===== src/core/asfp_pkg.sv =====
/*
  Constants for the asynchronous serial unit six: register map, field
  positions, reset values, parity codes and oversampling counts.
  Assumes an APB master with byte addresses and a 25 MHz clock.
*/
// How it works
// - Pins serial only with power and enable
// - Every frame opens with one start bit
// - Seven or eight character bits per frame
// - Parity even, odd, zero or none
// - Transmitter sends one or two stop bits
// - Length, parity, stops from frame mode register
// - Control bit 1 picks LSB or MSB first
// - Control bit 0 inverts the transmit pin
// - Parity codes: none, zero, odd, even
// - Receiver checks exactly one stop bit
// - Zero parity is never checked on receive
package asfp_pkg;
  // ----------------------------------------------------------------
  // Register offsets (byte addresses)
  // ----------------------------------------------------------------
  localparam logic [7:0] ADDR_MODE = 8'h00;
  localparam logic [7:0] ADDR_CTRL = 8'h04;
  localparam logic [7:0] ADDR_BAUD = 8'h08;
  localparam logic [7:0] ADDR_TXDATA = 8'h0C;
  localparam logic [7:0] ADDR_RXDATA = 8'h10;
  localparam logic [7:0] ADDR_STATUS = 8'h14;
  localparam logic [7:0] ADDR_IRQEN = 8'h18;
  localparam logic [7:0] ADDR_IRQCLR = 8'h1C;
  localparam logic [7:0] ADDR_PORT = 8'h20;
  // ----------------------------------------------------------------
  // Field positions and reset values
  // ----------------------------------------------------------------
  localparam int MODE_POWER = 7;
  localparam int MODE_TXEN = 6;
  localparam int MODE_RXEN = 5;
  localparam int MODE_PAR_HI = 4;
  localparam int MODE_PAR_LO = 3;
  localparam int MODE_CLEN = 2;
  localparam int MODE_STOP = 1;
  localparam logic [7:0] MODE_RESET = 8'h04;
  localparam int CTRL_INVERT = 0;
  localparam int CTRL_LSB = 1;
  localparam logic [1:0] CTRL_RESET = 2'h2;
  localparam logic [15:0] BAUD_RESET = 16'h000D;
  localparam int ST_TXDONE = 0;
  localparam int ST_RXDONE = 1;
  localparam int ST_PERR = 2;
  localparam int ST_FERR = 3;
  localparam int ST_OVR = 4;
  localparam int ST_TXBUSY = 8;
  localparam int ST_RXBUSY = 9;
  localparam int PORT_TXLATCH = 0;
  localparam int PORT_TXDIR = 1;
  localparam int PORT_RXLATCH = 2;
  localparam int PORT_RXDIR = 3;
  localparam int PORT_TXPIN = 4;
  localparam int PORT_RXPIN = 5;
  localparam logic [3:0] PORT_RESET = 4'hA;
  // ----------------------------------------------------------------
  // Parity codes and bit timing
  // ----------------------------------------------------------------
  localparam logic [1:0] PAR_NONE = 2'h0;
  localparam logic [1:0] PAR_ZERO = 2'h1;
  localparam logic [1:0] PAR_ODD = 2'h2;
  localparam logic [1:0] PAR_EVEN = 2'h3;
  localparam logic [3:0] TICK_LAST = 4'hF;
  localparam logic [3:0] TICK_MID = 4'h7;
  typedef enum logic [2:0] {FR_IDLE, FR_START, FR_DATA, FR_PAR, FR_STOP} asfp_frame_type;
endpackage : asfp_pkg


===== src/core/asfp_uart.sv =====
/*
  Asynchronous serial unit six with APB register slave, pin multiplexing,
  framed transmitter and receiver, and sticky-status interrupt.
  Assumes one 25 MHz clock, synchronous reset and an APB master.
*/
// Our own choices: the APB register port and the address map.
`timescale 1ns/10ps
module asfp_uart (
  input wire logic clk,
  input wire logic reset,
  input wire logic psel,
  input wire logic penable,
  input wire logic pwrite,
  input wire logic [7:0] paddr,
  input wire logic [31:0] pwdata,
  output logic [31:0] prdata,
  output logic pready,
  output logic pslverr,
  output logic irq,
  input wire logic serialOutPinIn,
  output logic serialOutPinOut,
  output logic serialOutPinOeN,
  input wire logic serialInPinIn,
  output logic serialInPinOut,
  output logic serialInPinOeN
);
  // ----------------------------------------------------------------
  // State
  // ----------------------------------------------------------------
  logic [7:0] mode, next_mode;
  logic [1:0] ctrl, next_ctrl;
  logic [15:0] baud, next_baud;
  logic [4:0] status, next_status;
  logic [4:0] irqEn, next_irqEn;
  logic [3:0] port, next_port;
  logic [7:0] rxData, next_rxData;
  logic rxFull, next_rxFull;
  logic [31:0] next_prdata;
  logic next_pready, next_pslverr, next_irq;
  logic next_outPin, next_outOeN, next_inPin, next_inOeN;
  logic [15:0] divCnt, next_divCnt;
  logic outSync1, outSync2, inSync1, inSync2;
  asfp_pkg::asfp_frame_type txState, next_txState, rxState, next_rxState;
  logic [7:0] txShift, next_txShift, rxShift, next_rxShift;
  logic [2:0] txBitCnt, next_txBitCnt, rxBitCnt, next_rxBitCnt;
  logic [3:0] txTick, next_txTick, rxTick, next_rxTick;
  logic txParBit, next_txParBit, txStop2, next_txStop2, rxParOk, next_rxParOk;
  logic txLine, txRun, rxRun, tick, txLoad, mapped, wrEn;
  logic evTx, evRx, evPerr, evFerr, evOvr;
  logic [2:0] lastBit;
  logic [1:0] parMode;
  logic [4:0] clrBits;

  // Bit order: slot 0 is the first bit on the wire
  function automatic logic [7:0] orderBits(input logic [7:0] d, input logic clen,
                                           input logic lsb);
    logic [7:0] o;
    o = 8'h00;
    for (int i = 0; i < 8; i++) begin
      if (lsb && (clen || i < 7)) begin
        o[i] = d[i];
      end else if (clen) begin
        o[i] = d[7 - i];
      end else if (i < 7) begin
        o[i] = d[6 - i];
      end
    end
    return o;
  endfunction : orderBits

  // Mode fields shared by both directions
  assign txRun = mode[asfp_pkg::MODE_POWER] & mode[asfp_pkg::MODE_TXEN];
  assign rxRun = mode[asfp_pkg::MODE_POWER] & mode[asfp_pkg::MODE_RXEN];
  assign parMode = {mode[asfp_pkg::MODE_PAR_HI], mode[asfp_pkg::MODE_PAR_LO]};
  assign lastBit = mode[asfp_pkg::MODE_CLEN] ? 3'h7 : 3'h6;
  assign wrEn = psel & penable & pready & pwrite;
  assign txLoad = wrEn & (paddr == asfp_pkg::ADDR_TXDATA) & txRun &
                  (txState == asfp_pkg::FR_IDLE);
  assign clrBits = (wrEn && paddr == asfp_pkg::ADDR_IRQCLR) ? pwdata[4:0] : 5'h00;

  // ----------------------------------------------------------------
  // Pin synchronisers and baud divider
  // ----------------------------------------------------------------
  // Two flip-flops on each pin input
  always_ff @(posedge clk) begin
    outSync1 <= serialOutPinIn;
    outSync2 <= outSync1;
    inSync1 <= serialInPinIn;
    inSync2 <= inSync1;
  end

  // Sixteen ticks per bit time, halted while unpowered
  always_comb begin
    tick = 1'b0;
    next_divCnt = divCnt - 16'h0001;
    if (!mode[asfp_pkg::MODE_POWER]) begin
      next_divCnt = 16'h0000;
    end else if (divCnt == 16'h0000) begin
      tick = 1'b1;
      next_divCnt = baud;
    end
  end

  always_ff @(posedge clk) begin
    if (reset) begin
      divCnt <= 16'h0000;
    end else begin
      divCnt <= next_divCnt;
    end
  end

  // ----------------------------------------------------------------
  // Transmitter
  // ----------------------------------------------------------------
  // Frame sequencer; each bit lasts sixteen ticks
  always_comb begin
    next_txState = txState;
    next_txShift = txShift;
    next_txBitCnt = txBitCnt;
    next_txTick = txTick;
    next_txParBit = txParBit;
    next_txStop2 = txStop2;
    evTx = 1'b0;
    if (tick && txState != asfp_pkg::FR_IDLE) begin
      next_txTick = txTick + 4'h1;
    end
    if (!txRun) begin
      next_txState = asfp_pkg::FR_IDLE;
    end else if (txLoad) begin
      next_txState = asfp_pkg::FR_START;
      next_txTick = 4'h0;
      next_txBitCnt = 3'h0;
      next_txStop2 = mode[asfp_pkg::MODE_STOP];
      next_txShift = orderBits(pwdata[7:0], mode[asfp_pkg::MODE_CLEN],
                               ctrl[asfp_pkg::CTRL_LSB]);
      // Parity over the character bits only
      unique case (parMode)
        asfp_pkg::PAR_ODD: next_txParBit = ~(^orderBits(pwdata[7:0],
                           mode[asfp_pkg::MODE_CLEN], 1'b1));
        asfp_pkg::PAR_EVEN: next_txParBit = ^orderBits(pwdata[7:0],
                            mode[asfp_pkg::MODE_CLEN], 1'b1);
        default: next_txParBit = 1'b0;
      endcase
    end else if (tick && txTick == asfp_pkg::TICK_LAST) begin
      unique case (txState)
        asfp_pkg::FR_IDLE: next_txState = asfp_pkg::FR_IDLE;
        asfp_pkg::FR_START: next_txState = asfp_pkg::FR_DATA;
        asfp_pkg::FR_DATA: begin
          next_txShift = {1'b0, txShift[7:1]};
          next_txBitCnt = txBitCnt + 3'h1;
          if (txBitCnt == lastBit) begin
            next_txState = (parMode == asfp_pkg::PAR_NONE) ?
                           asfp_pkg::FR_STOP : asfp_pkg::FR_PAR;
          end
        end
        asfp_pkg::FR_PAR: next_txState = asfp_pkg::FR_STOP;
        asfp_pkg::FR_STOP: begin
          if (txStop2) begin
            next_txStop2 = 1'b0;
          end else begin
            next_txState = asfp_pkg::FR_IDLE;
            evTx = 1'b1;
          end
        end
      endcase
    end
  end

  // Line level before inversion
  always_comb begin
    unique case (txState)
      asfp_pkg::FR_START: txLine = 1'b0;
      asfp_pkg::FR_DATA: txLine = txShift[0];
      asfp_pkg::FR_PAR: txLine = txParBit;
      default: txLine = 1'b1;
    endcase
  end

  always_ff @(posedge clk) begin
    if (reset) begin
      txState <= asfp_pkg::FR_IDLE;
      txShift <= 8'h00;
      txBitCnt <= 3'h0;
      txTick <= 4'h0;
      txParBit <= 1'b0;
      txStop2 <= 1'b0;
    end else begin
      txState <= next_txState;
      txShift <= next_txShift;
      txBitCnt <= next_txBitCnt;
      txTick <= next_txTick;
      txParBit <= next_txParBit;
      txStop2 <= next_txStop2;
    end
  end

  // ----------------------------------------------------------------
  // Receiver
  // ----------------------------------------------------------------
  // Start checked at mid bit, later bits sampled every sixteen ticks
  always_comb begin
    next_rxState = rxState;
    next_rxShift = rxShift;
    next_rxBitCnt = rxBitCnt;
    next_rxTick = rxTick;
    next_rxParOk = rxParOk;
    next_rxData = rxData;
    next_rxFull = rxFull;
    evRx = 1'b0;
    evPerr = 1'b0;
    evFerr = 1'b0;
    evOvr = 1'b0;
    if (psel && !penable && !pwrite && paddr == asfp_pkg::ADDR_RXDATA) begin
      next_rxFull = 1'b0;
    end
    if (tick) begin
      next_rxTick = rxTick + 4'h1;
    end
    if (!rxRun) begin
      next_rxState = asfp_pkg::FR_IDLE;
    end else begin
      unique case (rxState)
        asfp_pkg::FR_IDLE: begin
          next_rxTick = 4'h0;
          next_rxBitCnt = 3'h0;
          next_rxShift = 8'h00;
          if (!inSync2) begin
            next_rxState = asfp_pkg::FR_START;
          end
        end
        asfp_pkg::FR_START: begin
          if (tick && rxTick == asfp_pkg::TICK_MID) begin
            next_rxTick = 4'h0;
            next_rxState = inSync2 ? asfp_pkg::FR_IDLE : asfp_pkg::FR_DATA;
          end
        end
        asfp_pkg::FR_DATA: begin
          if (tick && rxTick == asfp_pkg::TICK_LAST) begin
            if (ctrl[asfp_pkg::CTRL_LSB]) begin
              next_rxShift[rxBitCnt] = inSync2;
            end else begin
              next_rxShift[lastBit - rxBitCnt] = inSync2;
            end
            next_rxBitCnt = rxBitCnt + 3'h1;
            if (rxBitCnt == lastBit) begin
              next_rxState = (parMode == asfp_pkg::PAR_NONE) ?
                             asfp_pkg::FR_STOP : asfp_pkg::FR_PAR;
            end
          end
        end
        asfp_pkg::FR_PAR: begin
          if (tick && rxTick == asfp_pkg::TICK_LAST) begin
            next_rxState = asfp_pkg::FR_STOP;
            unique case (parMode)
              asfp_pkg::PAR_ODD: next_rxParOk = (^rxShift) ^ inSync2;
              asfp_pkg::PAR_EVEN: next_rxParOk = ~((^rxShift) ^ inSync2);
              default: next_rxParOk = 1'b1;
            endcase
          end
        end
        asfp_pkg::FR_STOP: begin
          // Only one stop bit is looked at
          if (tick && rxTick == asfp_pkg::TICK_LAST) begin
            next_rxState = asfp_pkg::FR_IDLE;
            next_rxData = rxShift;
            next_rxFull = 1'b1;
            evRx = 1'b1;
            evOvr = rxFull;
            evFerr = ~inSync2;
            evPerr = (parMode == asfp_pkg::PAR_ODD || parMode == asfp_pkg::PAR_EVEN)
                     && !rxParOk;
          end
        end
        default: next_rxState = asfp_pkg::FR_IDLE;
      endcase
    end
  end

  always_ff @(posedge clk) begin
    if (reset) begin
      rxState <= asfp_pkg::FR_IDLE;
      rxShift <= 8'h00;
      rxBitCnt <= 3'h0;
      rxTick <= 4'h0;
      rxParOk <= 1'b1;
      rxData <= 8'h00;
      rxFull <= 1'b0;
    end else begin
      rxState <= next_rxState;
      rxShift <= next_rxShift;
      rxBitCnt <= next_rxBitCnt;
      rxTick <= next_rxTick;
      rxParOk <= next_rxParOk;
      rxData <= next_rxData;
      rxFull <= next_rxFull;
    end
  end

  // ----------------------------------------------------------------
  // Registers, APB answer, interrupt and pins
  // ----------------------------------------------------------------
  // Writes land in the access cycle; reads are prepared in setup
  always_comb begin
    next_mode = mode;
    next_ctrl = ctrl;
    next_baud = baud;
    next_irqEn = irqEn;
    next_port = port;
    mapped = (paddr <= asfp_pkg::ADDR_PORT) && (paddr[1:0] == 2'h0);
    if (wrEn) begin
      unique case (paddr)
        asfp_pkg::ADDR_MODE: next_mode = pwdata[7:0];
        asfp_pkg::ADDR_CTRL: next_ctrl = pwdata[1:0];
        asfp_pkg::ADDR_BAUD: next_baud = pwdata[15:0];
        asfp_pkg::ADDR_IRQEN: next_irqEn = pwdata[4:0];
        asfp_pkg::ADDR_PORT: next_port = pwdata[3:0];
        default: next_port = port;
      endcase
    end
    // Sticky events; a set wins over a clear in the same cycle
    next_status = (status & ~clrBits) | {evOvr, evFerr, evPerr, evRx, evTx};
    next_irq = |(next_status & irqEn);
    next_pready = psel & ~penable;
    next_pslverr = psel & ~penable & ~mapped;
    next_prdata = 32'h00000000;
    if (psel && !penable) begin
      unique case (paddr)
        asfp_pkg::ADDR_MODE: next_prdata[7:0] = mode;
        asfp_pkg::ADDR_CTRL: next_prdata[1:0] = ctrl;
        asfp_pkg::ADDR_BAUD: next_prdata[15:0] = baud;
        asfp_pkg::ADDR_RXDATA: next_prdata[7:0] = rxData;
        asfp_pkg::ADDR_STATUS: begin
          next_prdata[4:0] = status;
          next_prdata[asfp_pkg::ST_TXBUSY] = (txState != asfp_pkg::FR_IDLE);
          next_prdata[asfp_pkg::ST_RXBUSY] = (rxState != asfp_pkg::FR_IDLE);
        end
        asfp_pkg::ADDR_IRQEN: next_prdata[4:0] = irqEn;
        asfp_pkg::ADDR_PORT: begin
          next_prdata[3:0] = port;
          next_prdata[asfp_pkg::PORT_TXPIN] = outSync2;
          next_prdata[asfp_pkg::PORT_RXPIN] = inSync2;
        end
        default: next_prdata = 32'h00000000;
      endcase
    end
    // Transmit pin: serial output, else general port
    if (txRun) begin
      next_outPin = txLine ^ ctrl[asfp_pkg::CTRL_INVERT];
      next_outOeN = 1'b0;
    end else begin
      next_outPin = port[asfp_pkg::PORT_TXLATCH];
      next_outOeN = port[asfp_pkg::PORT_TXDIR];
    end
    // Receive pin: input only while receiving, else general port
    next_inPin = port[asfp_pkg::PORT_RXLATCH];
    next_inOeN = rxRun ? 1'b1 : port[asfp_pkg::PORT_RXDIR];
  end

  always_ff @(posedge clk) begin
    if (reset) begin
      mode <= asfp_pkg::MODE_RESET;
      ctrl <= asfp_pkg::CTRL_RESET;
      baud <= asfp_pkg::BAUD_RESET;
      status <= 5'h00;
      irqEn <= 5'h00;
      port <= asfp_pkg::PORT_RESET;
      prdata <= 32'h00000000;
      pready <= 1'b0;
      pslverr <= 1'b0;
      irq <= 1'b0;
      serialOutPinOut <= 1'b1;
      serialOutPinOeN <= 1'b1;
      serialInPinOut <= 1'b0;
      serialInPinOeN <= 1'b1;
    end else begin
      mode <= next_mode;
      ctrl <= next_ctrl;
      baud <= next_baud;
      status <= next_status;
      irqEn <= next_irqEn;
      port <= next_port;
      prdata <= next_prdata;
      pready <= next_pready;
      pslverr <= next_pslverr;
      irq <= next_irq;
      serialOutPinOut <= next_outPin;
      serialOutPinOeN <= next_outOeN;
      serialInPinOut <= next_inPin;
      serialInPinOeN <= next_inOeN;
    end
  end
endmodule : asfp_uart


===== config.mk =====
export PLATFORM = sky130hd
export DESIGN_NAME = asfp_uart
export DESIGN_NICKNAME = d
export VERILOG_FILES = /design/src/core/asfp_pkg.sv /design/src/core/asfp_uart.sv
export SDC_FILE = /design/constraint.sdc
export NUM_CORES = 1
export LEC_CHECK = 0
export BUFFER_PORTS_ARGS = -buffer_cell sky130_fd_sc_hd__buf_2
export CAP_MARGIN = 40
export CORE_ASPECT_RATIO = 1.5
export CORE_MARGIN = 4
export CORE_UTILIZATION = 50
export CTS_BUF_LIST = sky130_fd_sc_hd__clkbuf_16
export CTS_CLUSTER_DIAMETER = 150
export DETAILED_ROUTE_END_ITERATION = 7
export GPL_ROUTABILITY_DRIVEN = 0
export GPL_TIMING_DRIVEN = 0
export PLACE_DENSITY = 0.73
export SKIP_CTS_REPAIR_TIMING = 1
export SYNTH_ARGS = -nofsm -noshare
export SYNTH_HDL_FRONTEND = slang
export SYNTH_SLANG_ARGS = --single-unit

===== constraint.sdc =====
create_clock -name clk -period 2 [get_ports clk]
set_input_delay 0.4 -clock clk [delete_from_list [all_inputs] [get_ports clk]]
set_output_delay 0.4 -clock clk [all_outputs]
set_load 0.01 [all_outputs]

==> impl_metrics.toml, run 1 <==
[clock_network]
cts_buffers = 17
htreeDepth = 4
clk_pin_slew_ns = 0.06
cts.sinks = 131
clk-insertion-delay-late_ns = 0.42
cts_buffer_depth = 2
cts_tree = "done"
cts-root-buf = "clkbuf_16"

[critical_path]
cp.arrival_ns = 2.44
critPathLaunchType = "flip-flop"
path_max_fanout = 7
critPathMaxStageDelay_ns = 0.51
criticalPathCategory = "flip-flop to flip-flop"
critPathRequiredTime_ns = 2.35
critPathCaptureType = "flip-flop"
critPathSlowestCell = "or4b_1"
r2r_slack_ns = -0.09
path_cells = "buf_8 > inv_6 > ha_4 > nand4_1 > a311oi_1 > a21oi_1 > or4b_1 > a21oi_2"

[synthesis]
synth.top_cells.by_area = "dfxtp_1, mux2i_1, nand2_1, a21oi_1, nor2_1"
synth_flop_cell = "dfxtp_1"
synth_edf_count = 0
ys_seq_elements = 131
syn_area_per_cell_um2 = 8.49
yosys.area.top_type = "dfxtp_1"
async_flop_share_pct = 0
synth-warning-count = 0
ys_types = 67
synthesis.instances = 777
yosysTopAreaCellShare_pct = 39.8
seq_area_frac_synth_pct = 39.8
netlist_area_mm2 = 0.00659

[sta]
tightest_slew_ns = 0.782
relSlewSlack_pct = 47.8
period_minus_slack_ns = 2.09
post-route-period-util_pct = 105
skew_ns = 0.00741
finalSetupViolCount = 9
grt_setup_unrepaired = "true"
drv_slew = 0
finalHoldViolCount = 0
fmax_ghz = 0.478
holdWs_ns = 0.0826
finalWorstSetupSlack_ns = -0.0937
final.setup.tns_ns = -0.378

[place]
place_hpwl_mm = 13.7
dp.cells = 997
placed_area_mm2 = 0.00710
io_buffers = 46

[layout]
final_area_mm2 = 0.00831
synthToLayoutAreaGrowth_pct = 26.1
stdcell_count = 1054
layout.cells.most_common_list = "dfxtp_1, nand2_1, nor2_1"
layout_commonest_cell = "dfxtp_1"
layout.nets = 937
fillers = 1097
drive_above_1_share_pct = 25.1
diodes = 0
post-route-util_pct = 64.2

[floorplan]
ios = 86
die_area_mm2 = 0.0151
core_mm2 = 0.0130
die_width_um = 102
start_util_pct = 50.9
die_y_um = 149
rows = 51

[global_routing]
antenna_found_initial = 1
grt_start_max_net_pins = 17
overflow = 0
grt_pass1_vias = 5853
grt_pass1_wl_mm = 29.4
grtUsageTotal_pct = 25.2

[hold_path]
min_path_type = "input pin to flip-flop"

[run_status]
violations = "setup timing"
outcome = "finished with violations"

[pwr]
p_per_area_mw_per_mm2 = 699
peakVddDrop_mv = 0.452
p_leak_uw = 0.00333

[route]
drc = 0
num_vias = 6206
antenna_left = 0
first_pass_iters = 7
via_per_inst = 5.89
avgRoutedWirePerCell_um = 18.9
totalWireLength_mm = 20.0
first_iter_violations = 482

[flow_run]
maxCapViolCount = 0
-- metal layers --
| layer | track usage, % | vias to the layer above | share of wire (%) |
|---|---|---|---|
| li1 | - | 2941 | - |
| met1 | 28.8 | 2913 | 37 |
| met2 | 43.2 | 271 | 51 |
| met3 | 4.46 | 81 | 6.1 |
| met4 | 14.5 | 0 | 6.0 |
| met5 | 0 | - | 0 |
-- Yosys cell counts, drive strengths merged, types with 6 or more instances --
cell,instances
nand4,15
mux2i,42
buf,30
and3,12
or2,6
o21ai,14
clkbuf,35
dfxtp,131
nor2,87
nor4,15
a211oi,16
inv,10
or3,8
nor3,15
xnor2,24
a21oi,67
mux2,10
nand2,100
nand3,25
nor2b,10
o21a,11
xor2,9
ha,8
-- final timing paths --
| check | cells past startpoint | to | from |
|---|---|---|---|
| worst max register to register | 8 | rxState[2] | mode[2] |
| worst min-delay path | 1 | outSync1 | serialOutPinIn |
| worst max-delay path | 8 | rxState[2] | mode[2] |
| worst min register to register | 0 | outSync2 | outSync1 |
-- critical path, delay by kind of cell (launching register included) --
kind                     cells  cell delay, ns
flip-flops                   1            0.37
AO/OA/AOI/OAI                3            0.57
adder cells (fa/ha/maj)      1            0.27
buffers and inverters        2            0.17
AND/OR/NAND/NOR              2            0.67
-- registers in the layout, indices dropped and copies added, names as in the netlist, 4 cells and up --
| signal | cells |
|---|---|
| port | 4 |
| txTick | 4 |
| rxData | 8 |
| baud | 16 |
| mode | 8 |
| rxShift | 8 |
| status | 5 |
| rxTick | 4 |
| txShift | 8 |
| prdata | 16 |
| irqEn | 5 |
| divCnt | 16 |
-- power by group --
group	total, µW	switching (µW)	internal (µW)
logic	258	157	101
clock network	2940	1220	1720
registers	2620	5.80	2610
-- per-stage QoR --
step	total power, µW	setup slack (ns)
after floorplan	2840	0.0114
after detailed placement	2920	-0.657
after global placement	2920	-0.607
after CTS	5810	-0.372
after global routing	5960	-0.159
final	5810	-0.0937
-- area by class of cell --
class / instances / area, µm² / share of cell area [%]
inverters: 10 / 42.5 / 0.512
clock inverters: 15 / 133 / 1.60
well taps: 159 / 199 / 2.39
plain buffers: 59 / 345 / 4.15
flip-flops and latches: 131 / 2650 / 31.8
clock buffers: 17 / 425 / 5.12
multi-input cells: 586 / 4040 / 48.6
repair buffers: 77 / 482 / 5.80
-- kinds of logic (layout without fill, tap and decap cells) --
family          after synthesis  in the layout  synth area share, %
compound gates              144            144                 13.8
xor+xnor                     35             35                 5.07
fa+ha+maj                     8              8                 1.52
buf+inv                      75            178                 5.54
flops                       131            131                 39.8
mux                          52             52                 8.08
other cells                   1             16               0.0569
simple gates                331            331                 26.2
No activity file was read; power rests on OpenSTA's default activity.
==> inputs of run 2 (changes only) <==
- CELL_PAD_IN_SITES_DETAIL_PLACEMENT: unset -> 0
- CELL_PAD_IN_SITES_GLOBAL_PLACEMENT: unset -> 1
- CORE_UTILIZATION: 50 -> 39
- PLACE_DENSITY: 0.73 -> unset
- PLACE_DENSITY_LB_ADDON: unset -> 0.1
==> impl_metrics.toml, run 2 (same netlist as run 1, synthesis figures left out) <==
[run_status]
outcome = "finished with violations"
violations = "setup timing"

[clock_network]
clk_pin_slew_ns = 0.06
cts_tree = "done"
cts.sinks = 131
cts_buffers = 17
htreeDepth = 4
cts_buffer_depth = 2
cts-root-buf = "clkbuf_16"
clk-insertion-delay-late_ns = 0.42

[critical_path]
criticalPathCategory = "flip-flop to flip-flop"
critPathSlowestCell = "or4b_1"
critPathMaxStageDelay_ns = 0.50
r2r_cells = 8
r2r_slack_ns = -0.11
path_max_fanout = 4
critPathCaptureType = "flip-flop"
critPathLaunchType = "flip-flop"
path_cells = "buf_12 > inv_6 > ha_4 > nand4_1 > a311oi_1 > a21oi_1 > or4b_1 > a21oi_2"
cp.arrival_ns = 2.46
critPathRequiredTime_ns = 2.35

[sta]
finalSetupViolCount = 1
fmax_ghz = 0.475
finalWorstSetupSlack_ns = -0.106
post-route-period-util_pct = 105
final.setup.tns_ns = -0.106
relSlewSlack_pct = 47.1
period_minus_slack_ns = 2.11
grt_setup_unrepaired = "true"
drv_slew = 0
tightest_slew_ns = 0.771
finalHoldViolCount = 0
skew_ns = 0.00968

[global_routing]
grtUsageTotal_pct = 21.8
grt_pass1_vias = 5849
grt_pass1_wl_mm = 32.2
grt_start_max_net_pins = 17
overflow = 0
antenna_found_initial = 0

[pwr]
p_seq_share_pct = 43.5
p_sw_uw = 1360
peakVddDrop_mv = 0.441
power.internal_uw = 4660
p_per_area_mw_per_mm2 = 719
switching_share_pct = 22.6
p_clk_share_pct = 52.2
p_leak_uw = 0.00332
p_comb_share_pct = 4.3

[layout]
post-route-util_pct = 50.1
layout.nets = 930
drive_above_1_share_pct = 24.7
reg_top3 = "baud x16, divCnt x16, prdata x16"
synthToLayoutAreaGrowth_pct = 26.9
layout_commonest_cell = "dfxtp_1"
diodes = 0
layout.cells.most_common_list = "dfxtp_1, nand2_1, nor2_1"
stdcell_count = 1098

[hold_path]
min_path_type = "input pin to flip-flop"
holdPathStages = 1

[floorplan]
rows = 58
die_area_mm2 = 0.0191
core_mm2 = 0.0167
die_y_um = 167
ios = 86
die_width_um = 114
start_util_pct = 39.5

[route]
via_per_inst = 5.49
avgRoutedWirePerCell_um = 19.1
num_vias = 6029
first_iter_violations = 426
antenna_left = 0
totalWireLength_mm = 21.0
first_pass_iters = 5
drc = 0

[place]
place_hpwl_mm = 15.5
dp.cells = 1049
io_buffers = 46

[flow_run]
maxCapViolCount = 0
-- run 2: power groups by stage --
stage | Sequential (µW) | Combinational [µW] | Clock, µW
after detailed placement | 2680 | 250 | 0
final | 2620 | 257 | 3140
after global routing | 2620 | 277 | 3320
after global placement | 2680 | 248 | 0
after CTS | 2620 | 251 | 3200
after floorplan | 2680 | 159 | 0
-- run 2: worst paths after layout --
kind,start,endpoint
worst max-delay path,mode[2],rxState[2]
worst min-delay path,serialOutPinIn,outSync1
worst max register to register,mode[2],rxState[2]
worst min register to register,outSync1,outSync2
-- run 2: through the flow --
step / hold slack [ns] / total power [µW] / setup WS (ns) / cell area [µm²]
detailed placement: 0.312 / 2930 / -0.575 / 7180
finish: 0.0740 / 6010 / -0.106 / 8370
global route: 0.0535 / 6210 / -0.171 / 8370
global placement: 0.310 / 2930 / -0.740 / 7170
floorplan: 0.310 / 2840 / 0.0114 / 6670
CTS: 0.0601 / 6070 / -0.456 / 7770
-- run 2: worst max-delay path: cells and delay by family (launching register included) --
kind,cells,cell delay (ns)
compound gates,3,0.57
fa+ha+maj,1,0.26
buf+inv,2,0.15
flops,1,0.37
simple gates,2,0.69
-- run 2: layout make-up --
cell class	count	area, µm²
Buffer	57	339
Clock buffer	17	425
Clock inverter	15	168
Fill cell	1633	8320
Inverter	10	45.0
Multi-Input combinational cell	586	4010
Sequential cell	131	2640
Tap cell	210	263
Timing Repair Buffer	72	473
-- run 2: layer usage --
metal	part of all wire [%]	track usage, %
met1	38	24.0
met2	55	40.3
met3	3.8	4.48
met4	2.7	8.22
met5	0	0
